===== src/inc/srp_pkg.sv =====
package srp_pkg;
  localparam logic [3:0]  BANK_SEL          = 4'h3;
  localparam logic [3:0]  SELFTEST_INFO_OFF = 4'h4;
  localparam logic [3:0]  SOFT_RESET_OFF    = 4'h6;
  localparam logic [3:0]  PM_CAPS_OFF       = 4'h8;
  // Self-test info fields
  localparam int TX_DONE_BIT = 12;
  localparam int TX_FAIL_BIT = 11;
  localparam int RX_DONE_BIT = 4;
  localparam int RX_FAIL_BIT = 3;
  // Soft reset control field
  localparam int SOFT_RESET_BIT = 0;
  localparam logic SOFT_RESET_RST = 1'b0;
  // Capability word fields
  localparam int CAP_WAKE_COLD3_BIT = 15;
  localparam int CAP_WAKE_HOT3_BIT  = 14;
  localparam int CAP_WAKE_S2_BIT    = 13;
  localparam int CAP_WAKE_S1_BIT    = 12;
  localparam int CAP_WAKE_S0_BIT    = 11;
  localparam int CAP_S2_SUP_BIT     = 10;
  localparam int CAP_S1_SUP_BIT     = 9;
  localparam int CAP_WIDE_BUS_BIT   = 0;
  localparam logic CAP_WAKE_COLD3_VAL = 1'b0;
  localparam logic CAP_WAKE_HOT3_VAL  = 1'b1;
  localparam logic CAP_WAKE_S0_VAL    = 1'b0;
  // Positions inside the configuration parameter word (word 0x6)
  localparam logic [7:0] CFG_WORD_ADDR = 8'h06;
  localparam int CFG_WAKE_S2_BIT   = 5;
  localparam int CFG_WAKE_S1_BIT   = 4;
  localparam int CFG_S2_SUP_BIT    = 3;
  localparam int CFG_S1_SUP_BIT    = 2;
  localparam int CFG_NARROW_BUS_BIT = 0;
  localparam logic CFG_FIELD_RST = 1'b0;
  // Power states
  localparam logic [1:0] PSTATE_D0 = 2'h0;
  localparam logic [1:0] PSTATE_D1 = 2'h1;
  localparam logic [1:0] PSTATE_D2 = 2'h2;
  localparam logic [1:0] PSTATE_D3 = 2'h3;
endpackage


===== src/core/srp_pin_sync.sv =====
`timescale 1ns/1ns
module srp_pin_sync #(
  parameter int WIDTH = 1
) (
  input  wire logic             clk_sys,  // System clock
  input  wire logic             resetn,   // Async reset, active low
  input  wire logic [WIDTH-1:0] pinIn,    // Raw pin levels
  output logic      [WIDTH-1:0] pinOut    // Filtered levels
);
  typedef struct packed {
    logic [WIDTH-1:0] s1;
    logic [WIDTH-1:0] s2;
    logic [WIDTH-1:0] s3;
    logic [WIDTH-1:0] q;
  } srp_sync_t;

  srp_sync_t state_reg;
  srp_sync_t state_next;

  always_comb begin
    state_next    = state_reg;
    state_next.s1 = pinIn;
    state_next.s2 = state_reg.s1;
    state_next.s3 = state_reg.s2;
    for (int i = 0; i < WIDTH; i++) begin
      // Only accept a change once two later stages agree
      if (state_reg.s2[i] == state_reg.s3[i]) begin
        state_next.q[i] = state_reg.s3[i];
      end
    end
  end

  always_ff @(posedge clk_sys or negedge resetn) begin
    if (!resetn) begin
      state_reg <= '0;
    end else begin
      state_reg <= state_next;
    end
  end

  assign pinOut = state_reg.q;
endmodule


===== src/core/srp_status_regs.sv =====
`timescale 1ns/1ns
module srp_status_regs (
  input  wire logic        clk_sys,          // System clock, 10 MHz
  input  wire logic        resetn,           // Async reset, active low
  input  wire logic [3:0]  bankSel,          // Selected register bank
  input  wire logic [3:0]  regAddr,          // Register offset in bank
  input  wire logic        regWrEn,          // Register write strobe
  input  wire logic        regRdEn,          // Register read strobe
  input  wire logic [15:0] regWrData,        // Write data
  output logic      [15:0] regRdData,        // Read data
  output logic             regRdValid,       // Read data valid pulse
  input  wire logic        txSelftestDone,   // Transmit memory test finished
  input  wire logic        txSelftestFail,   // Transmit memory test failed
  input  wire logic        rxSelftestDone,   // Receive memory test finished
  input  wire logic        rxSelftestFail,   // Receive memory test failed
  input  wire logic        eepromPresentPin, // EEPROM fitted pin
  input  wire logic        cfgWordValid,     // Config word strobe from loader
  input  wire logic [7:0]  cfgWordAddr,      // Address of loaded word
  input  wire logic [15:0] cfgWord,          // Loaded word
  input  wire logic        wakeEvent,        // Wake signal from matcher
  input  wire logic [1:0]  powerState,       // Current power state
  input  wire logic        powerEventEnable, // Power event enable
  output logic             coreResetN,       // Reset to core, active low
  output logic             powerEventOutN    // Power event pin, active low
);
  typedef struct packed {
    logic        txDone;
    logic        txFail;
    logic        rxDone;
    logic        rxFail;
    logic        softReset;
    logic        wakeS2;
    logic        wakeS1;
    logic        supS2;
    logic        supS1;
    logic        wideBus;
    logic [15:0] rdData;
    logic        rdValid;
    logic        coreRstN;
  } srp_regs_t;

  srp_regs_t   state_reg;
  srp_regs_t   state_next;
  logic        eepromPresent;
  logic        bankHit;
  logic [15:0] infoWord;
  logic [15:0] capWord;

  srp_pin_sync #(
    .WIDTH (1)
  ) u_pin_sync (
    .clk_sys (clk_sys),
    .resetn  (resetn),
    .pinIn   (eepromPresentPin),
    .pinOut  (eepromPresent)
  );

  srp_wake_gate u_wake_gate (
    .clk_sys          (clk_sys),
    .resetn           (resetn),
    .wakeEvent        (wakeEvent),
    .powerState       (powerState),
    .powerEventEnable (powerEventEnable),
    .capWakeS1        (state_reg.wakeS1),
    .capWakeS2        (state_reg.wakeS2),
    .powerEventOutN   (powerEventOutN)
  );

  assign bankHit = (bankSel == srp_pkg::BANK_SEL);

  always_comb begin
    infoWord = '0;
    infoWord[srp_pkg::TX_DONE_BIT] = state_reg.txDone;
    infoWord[srp_pkg::TX_FAIL_BIT] = state_reg.txFail;
    infoWord[srp_pkg::RX_DONE_BIT] = state_reg.rxDone;
    infoWord[srp_pkg::RX_FAIL_BIT] = state_reg.rxFail;
    capWord = '0;
    capWord[srp_pkg::CAP_WAKE_COLD3_BIT] = srp_pkg::CAP_WAKE_COLD3_VAL;
    capWord[srp_pkg::CAP_WAKE_HOT3_BIT]  = srp_pkg::CAP_WAKE_HOT3_VAL;
    capWord[srp_pkg::CAP_WAKE_S2_BIT]    = state_reg.wakeS2;
    capWord[srp_pkg::CAP_WAKE_S1_BIT]    = state_reg.wakeS1;
    capWord[srp_pkg::CAP_WAKE_S0_BIT]    = srp_pkg::CAP_WAKE_S0_VAL;
    capWord[srp_pkg::CAP_S2_SUP_BIT]     = state_reg.supS2;
    capWord[srp_pkg::CAP_S1_SUP_BIT]     = state_reg.supS1;
    capWord[srp_pkg::CAP_WIDE_BUS_BIT]   = state_reg.wideBus;
  end

  always_comb begin
    state_next = state_reg;
    // Sticky until hardware reset; soft reset leaves results readable
    if (txSelftestDone) begin
      state_next.txDone = 1'b1;
      if (txSelftestFail) begin
        state_next.txFail = 1'b1;
      end
    end
    if (rxSelftestDone) begin
      state_next.rxDone = 1'b1;
      if (rxSelftestFail) begin
        state_next.rxFail = 1'b1;
      end
    end
    if (regWrEn && bankHit && regAddr == srp_pkg::SOFT_RESET_OFF) begin
      state_next.softReset = regWrData[srp_pkg::SOFT_RESET_BIT];
    end
    // Loader words are ignored without a fitted EEPROM, fields stay zero
    if (cfgWordValid && eepromPresent && cfgWordAddr == srp_pkg::CFG_WORD_ADDR) begin
      state_next.wakeS2  = cfgWord[srp_pkg::CFG_WAKE_S2_BIT];
      state_next.wakeS1  = cfgWord[srp_pkg::CFG_WAKE_S1_BIT];
      state_next.supS2   = cfgWord[srp_pkg::CFG_S2_SUP_BIT];
      state_next.supS1   = cfgWord[srp_pkg::CFG_S1_SUP_BIT];
      state_next.wideBus = !cfgWord[srp_pkg::CFG_NARROW_BUS_BIT];
    end
    state_next.rdValid = regRdEn;
    state_next.rdData  = '0;
    if (regRdEn && bankHit) begin
      case (regAddr)
        srp_pkg::SELFTEST_INFO_OFF: state_next.rdData = infoWord;
        srp_pkg::SOFT_RESET_OFF: begin
          state_next.rdData[srp_pkg::SOFT_RESET_BIT] = state_reg.softReset;
        end
        srp_pkg::PM_CAPS_OFF: state_next.rdData = capWord;
        default: state_next.rdData = '0;
      endcase
    end
    // Only the core is reset; this bank and the base address stay intact
    state_next.coreRstN = !state_next.softReset;
  end

  always_ff @(posedge clk_sys or negedge resetn) begin
    if (!resetn) begin
      state_reg           <= '0;
      state_reg.softReset <= srp_pkg::SOFT_RESET_RST;
      state_reg.wakeS2    <= srp_pkg::CFG_FIELD_RST;
      state_reg.wakeS1    <= srp_pkg::CFG_FIELD_RST;
      state_reg.supS2     <= srp_pkg::CFG_FIELD_RST;
      state_reg.supS1     <= srp_pkg::CFG_FIELD_RST;
      state_reg.wideBus   <= srp_pkg::CFG_FIELD_RST;
      state_reg.coreRstN  <= 1'b1;
    end else begin
      state_reg <= state_next;
    end
  end

  assign regRdData  = state_reg.rdData;
  assign regRdValid = state_reg.rdValid;
  assign coreResetN = state_reg.coreRstN;

  a_tx_done_set: assert property (@(posedge clk_sys) disable iff (!resetn)
    txSelftestDone |=> state_reg.txDone [*3])
    else $error("tx done not held");
  a_tx_fail_set: assert property (@(posedge clk_sys) disable iff (!resetn)
    txSelftestDone && txSelftestFail |=> state_reg.txFail)
    else $error("tx fail not set");
  a_rx_done_set: assert property (@(posedge clk_sys) disable iff (!resetn)
    rxSelftestDone |=> state_reg.rxDone)
    else $error("rx done not set");
  a_rx_fail_set: assert property (@(posedge clk_sys) disable iff (!resetn)
    rxSelftestDone && rxSelftestFail |=> state_reg.rxFail)
    else $error("rx fail not set");
  a_fail_needs_done: assert property (@(posedge clk_sys) disable iff (!resetn)
    (state_reg.txFail |-> state_reg.txDone) and (state_reg.rxFail |-> state_reg.rxDone))
    else $error("fail bit without done");
  a_soft_reset_hold: assert property (@(posedge clk_sys) disable iff (!resetn)
    regWrEn && bankHit && regAddr == srp_pkg::SOFT_RESET_OFF
      |=> coreResetN == !$past(regWrData[srp_pkg::SOFT_RESET_BIT]))
    else $error("core reset does not follow soft reset bit");
  a_caps_fixed: assert property (@(posedge clk_sys) disable iff (!resetn)
    regRdEn && bankHit && regAddr == srp_pkg::PM_CAPS_OFF
      |=> regRdValid && !regRdData[15] && regRdData[14] && !regRdData[11])
    else $error("fixed capability bits wrong");
  a_no_eeprom_zero: assert property (@(posedge clk_sys) disable iff (!resetn)
    !eepromPresent && !state_reg.wideBus && !state_reg.supS1 && !state_reg.supS2
      |=> !state_reg.wideBus && !state_reg.supS1 && !state_reg.supS2)
    else $error("capability loaded without EEPROM");
  a_cfg_load: assert property (@(posedge clk_sys) disable iff (!resetn)
    cfgWordValid && eepromPresent && cfgWordAddr == srp_pkg::CFG_WORD_ADDR
      |=> state_reg.wideBus == !$past(cfgWord[srp_pkg::CFG_NARROW_BUS_BIT])
        && state_reg.supS2 == $past(cfgWord[srp_pkg::CFG_S2_SUP_BIT]))
    else $error("capability fields not loaded");
  a_cfg_wake_load: assert property (@(posedge clk_sys) disable iff (!resetn)
    cfgWordValid && eepromPresent && cfgWordAddr == srp_pkg::CFG_WORD_ADDR
      |=> state_reg.wakeS2 == $past(cfgWord[srp_pkg::CFG_WAKE_S2_BIT])
        && state_reg.wakeS1 == $past(cfgWord[srp_pkg::CFG_WAKE_S1_BIT])
        && state_reg.supS1 == $past(cfgWord[srp_pkg::CFG_S1_SUP_BIT]))
    else $error("wake capability fields not loaded");
  a_no_eeprom_wake: assert property (@(posedge clk_sys) disable iff (!resetn)
    !eepromPresent && !state_reg.wakeS2 && !state_reg.wakeS1
      |=> !state_reg.wakeS2 && !state_reg.wakeS1)
    else $error("wake capability loaded without EEPROM");
  a_cfg_other_word: assert property (@(posedge clk_sys) disable iff (!resetn)
    cfgWordValid && cfgWordAddr != srp_pkg::CFG_WORD_ADDR
      |=> $stable(state_reg.wakeS2) && $stable(state_reg.wakeS1)
        && $stable(state_reg.supS2) && $stable(state_reg.supS1)
        && $stable(state_reg.wideBus))
    else $error("capability changed by another word");
  // Software writes must never reach the capability fields
  a_caps_read_only: assert property (@(posedge clk_sys) disable iff (!resetn)
    !cfgWordValid
      |=> $stable(state_reg.wakeS2) && $stable(state_reg.wakeS1)
        && $stable(state_reg.supS2) && $stable(state_reg.supS1)
        && $stable(state_reg.wideBus))
    else $error("capability changed without a load");
  a_tx_done_quiet: assert property (@(posedge clk_sys) disable iff (!resetn)
    !txSelftestDone && !state_reg.txDone |=> !state_reg.txDone)
    else $error("tx done set without test end");
  a_rx_done_quiet: assert property (@(posedge clk_sys) disable iff (!resetn)
    !rxSelftestDone && !state_reg.rxDone |=> !state_reg.rxDone)
    else $error("rx done set without test end");
  a_tx_fail_gate: assert property (@(posedge clk_sys) disable iff (!resetn)
    !txSelftestDone && !state_reg.txFail |=> !state_reg.txFail)
    else $error("tx fail set without done");
  a_rx_fail_gate: assert property (@(posedge clk_sys) disable iff (!resetn)
    !rxSelftestDone && !state_reg.rxFail |=> !state_reg.rxFail)
    else $error("rx fail set without done");
  a_status_sticky: assert property (@(posedge clk_sys) disable iff (!resetn)
    (state_reg.txDone |=> state_reg.txDone) and (state_reg.txFail |=> state_reg.txFail)
      and (state_reg.rxDone |=> state_reg.rxDone)
      and (state_reg.rxFail |=> state_reg.rxFail))
    else $error("self-test status bit cleared");
  a_info_reserved: assert property (@(posedge clk_sys) disable iff (!resetn)
    regRdEn && bankHit && regAddr == srp_pkg::SELFTEST_INFO_OFF
      |=> regRdData[15:13] == 3'h0 && regRdData[10:5] == 6'h00
        && regRdData[2:0] == 3'h0)
    else $error("self-test reserved bits not zero");
  a_ctrl_reserved: assert property (@(posedge clk_sys) disable iff (!resetn)
    regRdEn && bankHit && regAddr == srp_pkg::SOFT_RESET_OFF
      |=> regRdData[15:1] == 15'h0000)
    else $error("reset control reserved bits not zero");
  a_caps_reserved: assert property (@(posedge clk_sys) disable iff (!resetn)
    regRdEn && bankHit && regAddr == srp_pkg::PM_CAPS_OFF
      |=> regRdData[8:1] == 8'h00)
    else $error("capability reserved bits not zero");
  a_read_valid: assert property (@(posedge clk_sys) disable iff (!resetn)
    regRdEn |=> regRdValid)
    else $error("read valid missing");
  a_read_idle: assert property (@(posedge clk_sys) disable iff (!resetn)
    !regRdEn |=> !regRdValid && regRdData == 16'h0000)
    else $error("read data shown without a read");
  a_bank_miss_zero: assert property (@(posedge clk_sys) disable iff (!resetn)
    regRdEn && !bankHit |=> regRdData == 16'h0000)
    else $error("other bank read not zero");
  a_soft_reset_keep: assert property (@(posedge clk_sys) disable iff (!resetn)
    regWrEn && !(bankHit && regAddr == srp_pkg::SOFT_RESET_OFF)
      |=> state_reg.softReset == $past(state_reg.softReset))
    else $error("soft reset bit changed by other write");
  a_core_reset_idle: assert property (@(posedge clk_sys) disable iff (!resetn)
    !regWrEn |=> $stable(coreResetN))
    else $error("core reset changed without a write");
endmodule


===== src/core/srp_wake_gate.sv =====
`timescale 1ns/1ns
module srp_wake_gate (
  input  wire logic       clk_sys,          // System clock
  input  wire logic       resetn,           // Async reset, active low
  input  wire logic       wakeEvent,        // Wake signal from matcher
  input  wire logic [1:0] powerState,       // Current power state
  input  wire logic       powerEventEnable, // Software enable of power event
  input  wire logic       capWakeS1,        // Wake allowed in D1
  input  wire logic       capWakeS2,        // Wake allowed in D2
  output logic            powerEventOutN    // Power event pin, active low
);
  typedef struct packed {
    logic outN;
  } srp_wake_t;

  srp_wake_t state_reg;
  srp_wake_t state_next;
  logic      allowed;

  always_comb begin
    case (powerState)
      srp_pkg::PSTATE_D1: allowed = capWakeS1;
      srp_pkg::PSTATE_D2: allowed = capWakeS2;
      srp_pkg::PSTATE_D3: allowed = srp_pkg::CAP_WAKE_HOT3_VAL;
      default:            allowed = srp_pkg::CAP_WAKE_S0_VAL;
    endcase
    state_next.outN = !(wakeEvent && powerEventEnable && allowed);
  end

  always_ff @(posedge clk_sys or negedge resetn) begin
    if (!resetn) begin
      state_reg <= '{outN: 1'b1};
    end else begin
      state_reg <= state_next;
    end
  end

  assign powerEventOutN = state_reg.outN;

  a_wake_never_d0: assert property (@(posedge clk_sys) disable iff (!resetn)
    $past(powerState) == srp_pkg::PSTATE_D0 |-> powerEventOutN)
    else $error("power event asserted in D0");
  a_wake_d2_gate: assert property (@(posedge clk_sys) disable iff (!resetn)
    $past(powerState) == srp_pkg::PSTATE_D2 && $past(wakeEvent)
      && $past(powerEventEnable) |-> powerEventOutN == !$past(capWakeS2))
    else $error("D2 wake gating wrong");
  a_wake_d1_gate: assert property (@(posedge clk_sys) disable iff (!resetn)
    $past(powerState) == srp_pkg::PSTATE_D1 && $past(wakeEvent)
      && $past(powerEventEnable) |-> powerEventOutN == !$past(capWakeS1))
    else $error("D1 wake gating wrong");
  a_wake_d3_hot: assert property (@(posedge clk_sys) disable iff (!resetn)
    $past(powerState) == srp_pkg::PSTATE_D3 && $past(wakeEvent)
      && $past(powerEventEnable) |-> !powerEventOutN)
    else $error("hot D3 wake not signalled");
  a_wake_needs_enable: assert property (@(posedge clk_sys) disable iff (!resetn)
    !$past(powerEventEnable) || !$past(wakeEvent) |-> powerEventOutN)
    else $error("power event without enable and wake");
endmodule


===== config.mk =====
export PLATFORM = sky130hd
export DESIGN_NAME = srp_status_regs
export DESIGN_NICKNAME = d
export VERILOG_FILES = /design/src/inc/srp_pkg.sv /design/src/core/srp_pin_sync.sv /design/src/core/srp_status_regs.sv /design/src/core/srp_wake_gate.sv
export SDC_FILE = /design/constraint.sdc
export NUM_CORES = 1
export LEC_CHECK = 0
export BUFFER_PORTS_ARGS = -buffer_cell sky130_fd_sc_hd__buf_2
export CORE_ASPECT_RATIO = 1.5
export CORE_MARGIN = 2
export CORE_UTILIZATION = 25
export DETAILED_ROUTE_END_ITERATION = 10
export GPL_TIMING_DRIVEN = 0
export SLEW_MARGIN = 5
export SYNTH_ARGS = -nofsm -noshare
export SYNTH_HDL_FRONTEND = slang
export SYNTH_HIERARCHICAL = 1
export SYNTH_SLANG_ARGS = --single-unit

===== constraint.sdc =====
create_clock -name clk_sys -period 3.4 [get_ports clk_sys]
set_input_delay 0.51 -clock clk_sys [delete_from_list [all_inputs] [get_ports clk_sys]]
set_output_delay 0.51 -clock clk_sys [all_outputs]
set_load 0.02 [all_outputs]

======== Word level (Yosys, flattened, before mapping) ========
Cells that the tools add are included.
cells by class
  mux-type cells .......................... 5
  eq/ne operators ......................... 9
  reduce and logical (&&, ||, !) cells .... 12
operators with widths
  kind                                           count
  one-hot mux 14 bit (2 select lines)            1
  2-to-1 mux 15 bit                              1
  == test 4 x 3 -> 1 bit, second input constant  2
  == test 8 x 3 -> 1 bit, second input constant  1
  logical AND 1 bit                              7
  == test 2 bit, second input constant           2
  == test 4 x 2 -> 1 bit, second input constant  1
  == test 4 bit, second input constant           1
  AND reduction 2 bit                            2
  zero test 1 bit                                3
  one-hot mux 1 bit (3 select lines)             1
  == test 2 x 1 -> 1 bit, second input constant  1
  one-hot mux 1 bit (2 select lines)             1
  == test 1 bit                                  1
  2-to-1 mux 1 bit                               1
storage, ports and cells
  logic and storage cells ................. 44
  input port bits ......................... 62
  output and inout bits ................... 19
  flip-flop bits (word level) ............. 33

======== Logic depth before layout (Yosys ltp) ========
Gate-level depths: netlist (run 1).
  depth after elaboration ................. 5
  mapped depth ............................ 3

======== Hierarchy ========
Netlist (run 1), hierarchy kept.
modules (own cells, without submodules)
  module           sequential area each (um^2)  instances  area each (um^2)  cells an instance
  srp_status_regs  526.8                        1          977.2             71
  srp_pin_sync     100.1                        1          111.4             5
  srp_wake_gate    26.3                         1          46.3              5

======== Worst setup path before layout (run 1) ========
No wires, ideal clock.
  kind .................................... in2reg
  from .................................... input bankSel[2]
  to ...................................... register with a tool-made name
  data arrival time ....................... 1311 ps
  setup slack ............................. 1965 ps
  stages .................................. 3
  required time ........................... 3275 ps
  cell sequence ........................... nand4bb_4 > nor3_2 > mux2_2
RTL lines
  what             line                  source
  start, declared  srp_status_regs.sv:5  input wire logic [3:0] bankSel,

======== Worst setup path after layout (run 1) ========
  from .................................... register state_reg, in the netlist coreResetN
  to ...................................... output coreResetN
RTL lines
  what                    line                    source
  start, declared         srp_status_regs.sv:42   srp_regs_t state_reg;
  start signal, assigned  srp_status_regs.sv:141  state_reg <= state_next;
  end, declared           srp_status_regs.sv:23   output logic coreResetN,
No word-level cell between the ends.

==> flow_summary.toml, run 1 <==
[clocking]
clock_latency_ps = 260
cts.clk_slew.worst_paths_ps = 80
hold_buffers = 0
postCtsSetupBuffers = 0
cts_resized = 0
clockBufferDepth = 2
cts_tree = "yes"
clkSinkCount = 26
cts-buffers-inserted = 3
cts_root_buf = "clkbuf_8"
htreeDepth = 1

[sta]
max_freq_ghz = 0.682
maxSlewViolCount = 0
setup_tns_ps = 0
rsz0062_at_grt = "no"
fin_crit_sh = 0.431
slew_headroom = 0.637
final.min_clock_period_ps = 1470
worstMarginPinSlew_ps = 545
hold_viol = 0
setup_viol = 0
worst_slack_ps = 1930
hold_slack_ps = 226
clock_skew_ps = 2.89

[logic_synthesis]
syn_avg_cell_area_um2 = 14.0
synth_cells = 81
yosysMostFrequentCell = "dfrtp_1"
synth_area_leader_cell = "dfrtp_1"
synth_edf_count = 0
synth_top_area_share = 0.529
synth-seq-cells = 26
synth_area_um2 = 1130
ys_warn_count = 6
synthTopCellsByArea = "dfrtp_1, buf_4, dfstp_2, and3_1, mux2_2"
synth_ff_type = "dfrtp_1"
ys_top_cells_by_count = "dfrtp_1, buf_4, and3_1, nor2b_1"
synthDistinctLibCells = 26
synthArstFlopShare = 1.00
yosysSeqAreaShare = 0.576

[placed_design]
dp_slack_ps = 1770
dp.cells = 182
placed_area_um2 = 1450
place_congestion = 0.689
dp_hpwl_um = 1750
portBuffers = 47

[worst_setup_path]
path_class = "register to output pin"
rr_worst_depth = 3
startpoint = "coreResetN$_DFF_PN1_"
critical_path.max_stage_delay_ps = 540
crit_arrival_ps = 960
critPathTopFamily = "flip-flops"
cp-start-kind = "register"
worstPathMaxFanout = 1
crit_slowest_cell = "dfstp_2"
critical_path.cell_chain = "buf_2"
worstPathRequired_ps = 2890
r2r_slack_ps = 2160
r2r-start = "u_pin_sync/pinOut$_DFFE_PN0N_"
crit_buf_inv = 1
end_kind = "output pin"
reg2reg_to = "capWord[12]$_DFFE_PN0P_"

[die]
die_w_um = 59.0
core_area_um2 = 4430
initial_core_util = 0.256
chipHeight_um = 86.5
rows = 30
die_area_um2 = 5110
io_pins = 81

[grt]
antenna_found_initial = 0
grt_pass1_vias = 788
grt_start_max_net_pins = 27
grt.total_usage = 0.0858
overflow = 0
grt_pass1_wl_um = 3360

[route]
wl_per_cell_um = 11.1
drt_pass1_iterations = 4
vias_per_cell = 3.98
drt_wl_total_um = 2060
ant_nets = 0
post-route-drc-count = 0
via_count = 741
drt_iter0_drc = 3

[flow_run]
maxCapViolations = 0

[run_status]
status = "complete, no violations"

[power_and_ir_drop]
powerDensity_nw_per_um2 = 411
p_leak_nw = 0.839
ir_drop_mv = 0.197
power_mw = 0.626

[cells_and_area]
syn2layout_area_growth_pct = 34.3
fin_area_um2 = 1520
largest_register_ffs = 9
final_nets = 201
drive_gt1_frac = 0.580
final_cells = 186
n_antenna_cell = 0
postLayoutCoreUtil = 0.344

[hold_path]
hp-class = "input pin to async pin"
==> area by class of cell <==
class	count	area, um^2
repair buffers	47	235
multi-input cells	44	380
flip-flops and latches	26	653
clock inverters	1	30.0
plain buffers	16	120
fillers	456	2910
clock buffers	3	41.3
well taps	48	60.1
inverters	1	3.75
==> cells in the final DEF (no fill, tap or decap), types with 2 or more instances in the layout <==
cell type,synthesis,layout
and3_1,6,6
nor2b_1,4,4
mux2_2,3,3
mux2i_1,2,2
mux2_1,2,2
dfstp_2,2,2
buf_2,0,47
conb_1,1,7
clkbuf_8,0,3
nand2_1,2,2
a21o_1,3,3
or2_2,2,2
dfrtp_1,24,24
buf_4,16,16
==> report_power, final <==
part	total, mW	internal (mW)	switching [mW]
combinational	0.0611	0.0295	0.0315
clock	0.245	0.157	0.0877
sequential	0.320	0.316	0.00353
==> how the worst max path moves through the flow <==
stage                                    endpoint  slack (ps)  cells after the start
after detailed placement  capWord[12]$_DFFE_PN0P_        1770                      4
final                                  coreResetN        1930                      1
after global placement    capWord[12]$_DFFE_PN0P_        1820                      4
after floorplan                          register        1960                      3
after CTS                              coreResetN        1930                      1
after global routing                   coreResetN        1900                      1
==> routing by layer <==
layer / vias to the layer above / part of all wire / GRT usage / wire (um)
met4: 0 / 0.038 / 0.0537 / 78
met1: 331 / 0.36 / 0.0905 / 735
met3: 6 / 0.065 / 0.0224 / 135
li1: 370 / - / - / -
met5: - / 0 / 0 / 0
met2: 34 / 0.54 / 0.147 / 1110
==> logic make-up (layout without fill, tap and decap cells) <==
| group | Yosys count | in the layout | synth area share |
|---|---|---|---|
| flops | 26 | 26 | 0.576 |
| simple gates | 23 | 23 | 0.196 |
| buf+inv | 17 | 68 | 0.109 |
| mux | 7 | 7 | 0.0673 |
| compound gates | 6 | 6 | 0.0386 |
| fa+ha+maj | 1 | 1 | 0.00992 |
| other cells | 1 | 7 | 0.00330 |
Power figures use the tool's default switching activity.
==> run 2: changes to the inputs <==
ABC_AREA = 1   (was not set)
clock period = 1.19 ns   (was 3.4 ns; I/O delays follow)
==> run 2 against run 1 <==
  * Clock power is 120% higher
  * Highest routed layer unchanged
  * Utilization up 0.12 points
  * Global-route usage shrank 0.23 points
  * Setup slack got worse by 1900 ps
  * Die area increased by 11%
  * Count of clock-buffer cells in the layout rose by 1
  * Combinational power grew to 3.3 times the previous value
  * Synthesized cell count is 72% higher
  * Clock skew barely moved
  * Largest power group unchanged
  * Non-clock buffer count is 1 higher
  * Final cell count grew 41%
==> flow_summary.toml, run 2 <==
[logic_synthesis]
synth_edf_count = 0
synth_cells = 139
synth_top_area_share = 0.473
synth_area_um2 = 1270
yosysMostFrequentCell = "nand2_1"
synthTopCellsByArea = "dfrtp_1, buf_4, nand2_1, inv_1, dfstp_2"
synth-seq-cells = 26
synth_area_leader_cell = "dfrtp_1"
yosysSeqAreaShare = 0.515
syn_avg_cell_area_um2 = 9.13
synth_ff_type = "dfrtp_1"
synthArstFlopShare = 1.00
ys_top_cells_by_count = "nand2_1, dfrtp_1, inv_1, buf_4, nor2_1"
ys_warn_count = 6
synthDistinctLibCells = 23

[power_and_ir_drop]
ir_drop_mv = 0.328
power.switching_mw = 0.382
powerDensity_nw_per_um2 = 995
power_mw = 1.67
seqPwrFrac = 0.548
p_int_mw = 1.28
p_leak_nw = 0.946
pwr-share-clk = 0.330
combinationalPowerShare = 0.122
switching_share = 0.229

[hold_path]
hp-class = "input pin to register"
whs_path_depth = 1

[clocking]
cts.clk_slew.worst_paths_ps = 90
cts-buffers-inserted = 3
cts_tree = "yes"
clock_latency_ps = 260
cts_root_buf = "clkbuf_8"
cts_resized = 0
clockBufferDepth = 2
clkSinkCount = 26
htreeDepth = 1

[placed_design]
portBuffers = 47
placed_area_um2 = 1610
dp_hpwl_um = 1850
place_congestion = 0.745
dp_slack_ps = 217

[sta]
maxSlewViolCount = 0
rsz0062_at_grt = "no"
worst_slack_ps = 70.0
setup_tns_ps = 0
max_freq_ghz = 0.893
fin_crit_sh = 0.941
slew_headroom = 0.626
setup_viol = 0
final.min_clock_period_ps = 1120
worstMarginPinSlew_ps = 560
clock_skew_ps = 3.30
hold_viol = 0

[route]
drt_iter0_drc = 17
dr_wl_met2_um = 1100
drt-met1-wl_um = 906
wl_per_cell_um = 8.40
wl_met3_um = 142
via_count = 958
ant_nets = 0
top_layer = "met4"
post-route-drc-count = 0
vias_per_cell = 3.64
drt_pass1_iterations = 4
drt_wl_total_um = 2210

[grt]
overflow = 0
grt_pass1_wl_um = 3870
grt_start_max_net_pins = 27
antenna_found_initial = 0
grt.total_usage = 0.0835
grt_pass1_vias = 940

[worst_setup_path]
rr_worst_depth = 5
end_kind = "output pin"
crit_arrival_ps = 940
path_depth = 1
cp-start-kind = "register"
worstPathRequired_ps = 1010
path_class = "register to output pin"
critical_path.max_stage_delay_ps = 520
critPathTopFamily = "flip-flops"
worstPathMaxFanout = 1
crit_slowest_cell = "dfstp_2"
crit_buf_inv = 1
critical_path.cell_chain = "buf_2"

[flow_run]
maxCapViolations = 0

[cells_and_area]
largest_register_ffs = 9
syn2layout_area_growth_pct = 32.0
drive_gt1_frac = 0.442
n_antenna_cell = 0
fin_area_um2 = 1670
fill_cells = 510
mostFrequentLayoutCell = "buf_2"
final_cell_mix = "buf_2, nand2_1, dfrtp_1"
final_nets = 260

[die]
initial_core_util = 0.262
die_area_um2 = 5670
rows = 31
die_w_um = 62.2
core_area_um2 = 4850
chipHeight_um = 91.3
io_pins = 81

[run_status]
status = "complete, no violations"
run 2: through the flow:
step | util | hold slack, ps | instances
6_report | 0.345 | 17.3 | 263
5_1_grt | 0.345 | 3.50 | 263
4_1_cts | 0.345 | 8.00 | 263
3_5_place_dp | 0.332 | 212 | 258
3_3_place_gp | 0.332 | 204 | 258
2_1_floorplan | - | -117 | 145
run 2: layout make-up:
class,instances,area (um^2),area share
multi-input cells,81,435,0.260
clock buffers,4,55.1,0.0329
plain buffers,16,120,0.0717
inverters,22,82.6,0.0493
flip-flops and latches,26,653,0.390
well taps,66,82.6,0.0493
repair buffers,48,245,0.146
run 2: worst paths after layout:
check	startpoint	slack [ps]	end
worst max-delay path	coreResetN$_DFF_PN1_	70	coreResetN
worst min-delay path	eepromPresentPin	20	u_pin_sync/state_next[2]$_DFF_PN0_
worst max register to register	u_pin_sync/pinOut$_DFFE_PN0N_	260	capWord[0]$_DFFE_PN0P_
worst min register to register	u_pin_sync/state_next[2]$_DFF_PN0_	360	u_pin_sync/state_next[1]$_DFF_PN0_
max in group asynchronous	resetn	370	u_wake_gate/powerEventOutN$_DFF_PN1_
min in group asynchronous	resetn	430	regRdValid$_DFF_PN0_
run 2: power by group through the flow:
stage	Combinational, mW	Sequential (mW)	Clock (mW)
3_5_place_dp	0.203	0.930	0
3_3_place_gp	0.200	0.930	0
6_report	0.203	0.913	0.551
4_1_cts	0.206	0.913	0.577
2_1_floorplan	0.100	0.934	0
5_1_grt	0.230	0.916	0.609
run 2: timing repair:
item,in CTS,in global routing
buffers inserted,0,0
hold buffers,1,0
endpoints found under the hold margin,24,0
run 2: logic make-up (layout without fill, tap and decap cells):
family          count (synthesis)  in the layout  synth area share
flops                          26             26             0.515
buf+inv                        38             90             0.160
compound gates                  5              5            0.0247
other cells                     1              7           0.00296
simple gates                   69             69             0.298
run 2: per-layer routing:
layer	global-route usage	vias up
met5	0	-
met4	0.0500	0
met3	0.0186	4
met2	0.148	26
met1	0.0901	413
li1	-	515
==> run 3: changes to the inputs <==
==> constraint.sdc (replaced) <==
create_clock -name clk_sys -period 1.19 [get_ports clk_sys]
set_input_delay 0.119 -clock clk_sys [delete_from_list [all_inputs] [get_ports clk_sys]]
set_output_delay 0.119 -clock clk_sys [all_outputs]
set_load 0.02 [all_outputs]
==> run 3 against run 2 <==
  * Via count rose by 0.42%
  * Critical path depth unchanged
  * Critical path type unchanged
  * Routed wire length barely moved
  * Global-route usage stayed put
  * Highest routed layer unchanged
==> flow_summary.toml, run 3 (synthesis gave the netlist of run 2 again) <==
[run_status]
status = "complete, no violations"

[worst_setup_path]
crit_arrival_ps = 940
critical_path.max_stage_delay_ps = 520
critPathTopFamily = "flip-flops"
cp-start-kind = "register"
end_kind = "output pin"
rr_worst_depth = 5
path_class = "register to output pin"
crit_slowest_cell = "dfstp_2"
crit_buf_inv = 1
r2r-start = "u_pin_sync/pinOut$_DFFE_PN0N_"
r2r_slack_ps = 260
worstPathMaxFanout = 1
worstPathRequired_ps = 1070
reg2reg_to = "capWord[0]$_DFFE_PN0P_"
critical_path.cell_chain = "buf_2"

[clocking]
cts_resized = 0
cts.clk_slew.worst_paths_ps = 90
clockBufferDepth = 2
cts_root_buf = "clkbuf_8"
postCtsSetupBuffers = 0
cts-buffers-inserted = 3
clock_latency_ps = 260
cts_tree = "yes"
clkSinkCount = 26
hold_buffers = 2
htreeDepth = 1

[cells_and_area]
largest_register_ffs = 9
postLayoutCoreUtil = 0.347
mostFrequentLayoutCell = "buf_2"
final_cell_mix = "buf_2, nand2_1, dfrtp_1"
drive_gt1_frac = 0.439
fin_area_um2 = 1680
final_nets = 261
n_antenna_cell = 0
syn2layout_area_growth_pct = 32.7

[die]
rows = 31
die_area_um2 = 5670
io_pins = 81
initial_core_util = 0.262
die_w_um = 62.2
chipHeight_um = 91.3
core_area_um2 = 4850

[flow_run]
maxCapViolations = 0

[sta]
maxSlewViolCount = 0
clock_skew_ps = 3.30
max_freq_ghz = 0.943
setup_viol = 0
hold_slack_ps = 26.4
final.min_clock_period_ps = 1060
slew_headroom = 0.626
hold_viol = 0
fin_crit_sh = 0.891
rsz0062_at_grt = "no"
worstMarginPinSlew_ps = 560
setup_tns_ps = 0

[hold_path]
hp-start = "regRdEn"
whs_path_depth = 1
hp-class = "input pin to register"
worstHoldEndpoint = "regRdValid$_DFF_PN0_"

[grt]
overflow = 0
antenna_found_initial = 0
grt_pass1_wl_um = 3880
grt_start_max_net_pins = 27
grt.total_usage = 0.0835
grt_pass1_vias = 946

[route]
drt_pass1_iterations = 4
drt_wl_total_um = 2210
post-route-drc-count = 0
vias_per_cell = 3.64
via_count = 962
ant_nets = 0
drt_iter0_drc = 17
wl_per_cell_um = 8.37

[placed_design]
placed_area_um2 = 1610
portBuffers = 47
dp_hpwl_um = 1850
place_congestion = 0.745

[power_and_ir_drop]
ir_drop_mv = 0.328
powerDensity_nw_per_um2 = 991
p_leak_nw = 0.950
[run 3: routing by layer]
metal,up-vias,wire (um),track usage
met1,415,908,0.0901
met5,-,0,0
met2,26,1100,0.148
met3,4,142,0.0186
li1,517,-,-
met4,0,57,0.0500
[run 3: worst max-delay path by stage]
| stage | from | endpoint | cells after the start |
|---|---|---|---|
| after floorplan | u_pin_sync/pinOut$_DFFE_PN0N_ | capWord[0]$_DFFE_PN0P_ | 5 |
| final | coreResetN$_DFF_PN1_ | coreResetN | 1 |
| after detailed placement | u_pin_sync/pinOut$_DFFE_PN0N_ | capWord[0]$_DFFE_PN0P_ | 5 |
| after global routing | coreResetN$_DFF_PN1_ | coreResetN | 1 |
| after global placement | u_pin_sync/pinOut$_DFFE_PN0N_ | capWord[0]$_DFFE_PN0P_ | 5 |
| after CTS | coreResetN$_DFF_PN1_ | coreResetN | 1 |
[run 3: stage by stage]
stage | power (mW) | setup slack, ps | cells
after floorplan | 1.03 | 362 | 145
after CTS | 1.70 | 120 | 264
after global routing | 1.76 | 89.6 | 264
final | 1.67 | 130 | 264
after detailed placement | 1.13 | 270 | 258
after global placement | 1.13 | 268 | 258
[run 3: report_power, final]
group          leakage (nW)  internal (mW)  switching [mW]  total (mW)
sequential            0.324          0.903         0.00925       0.913
clock                0.0288          0.295           0.256       0.551
combinational         0.598         0.0887           0.117       0.206
total                 0.950           1.29           0.382        1.67
[run 3: area by class of cell]
class	count	area, um^2
Clock buffer	4	55.1
Inverter	22	82.6
Buffer	16	120
Sequential cell	26	653
Multi-Input combinational cell	81	435
Timing Repair Buffer	49	255
Tap cell	66	82.6
Fill cell	509	3160
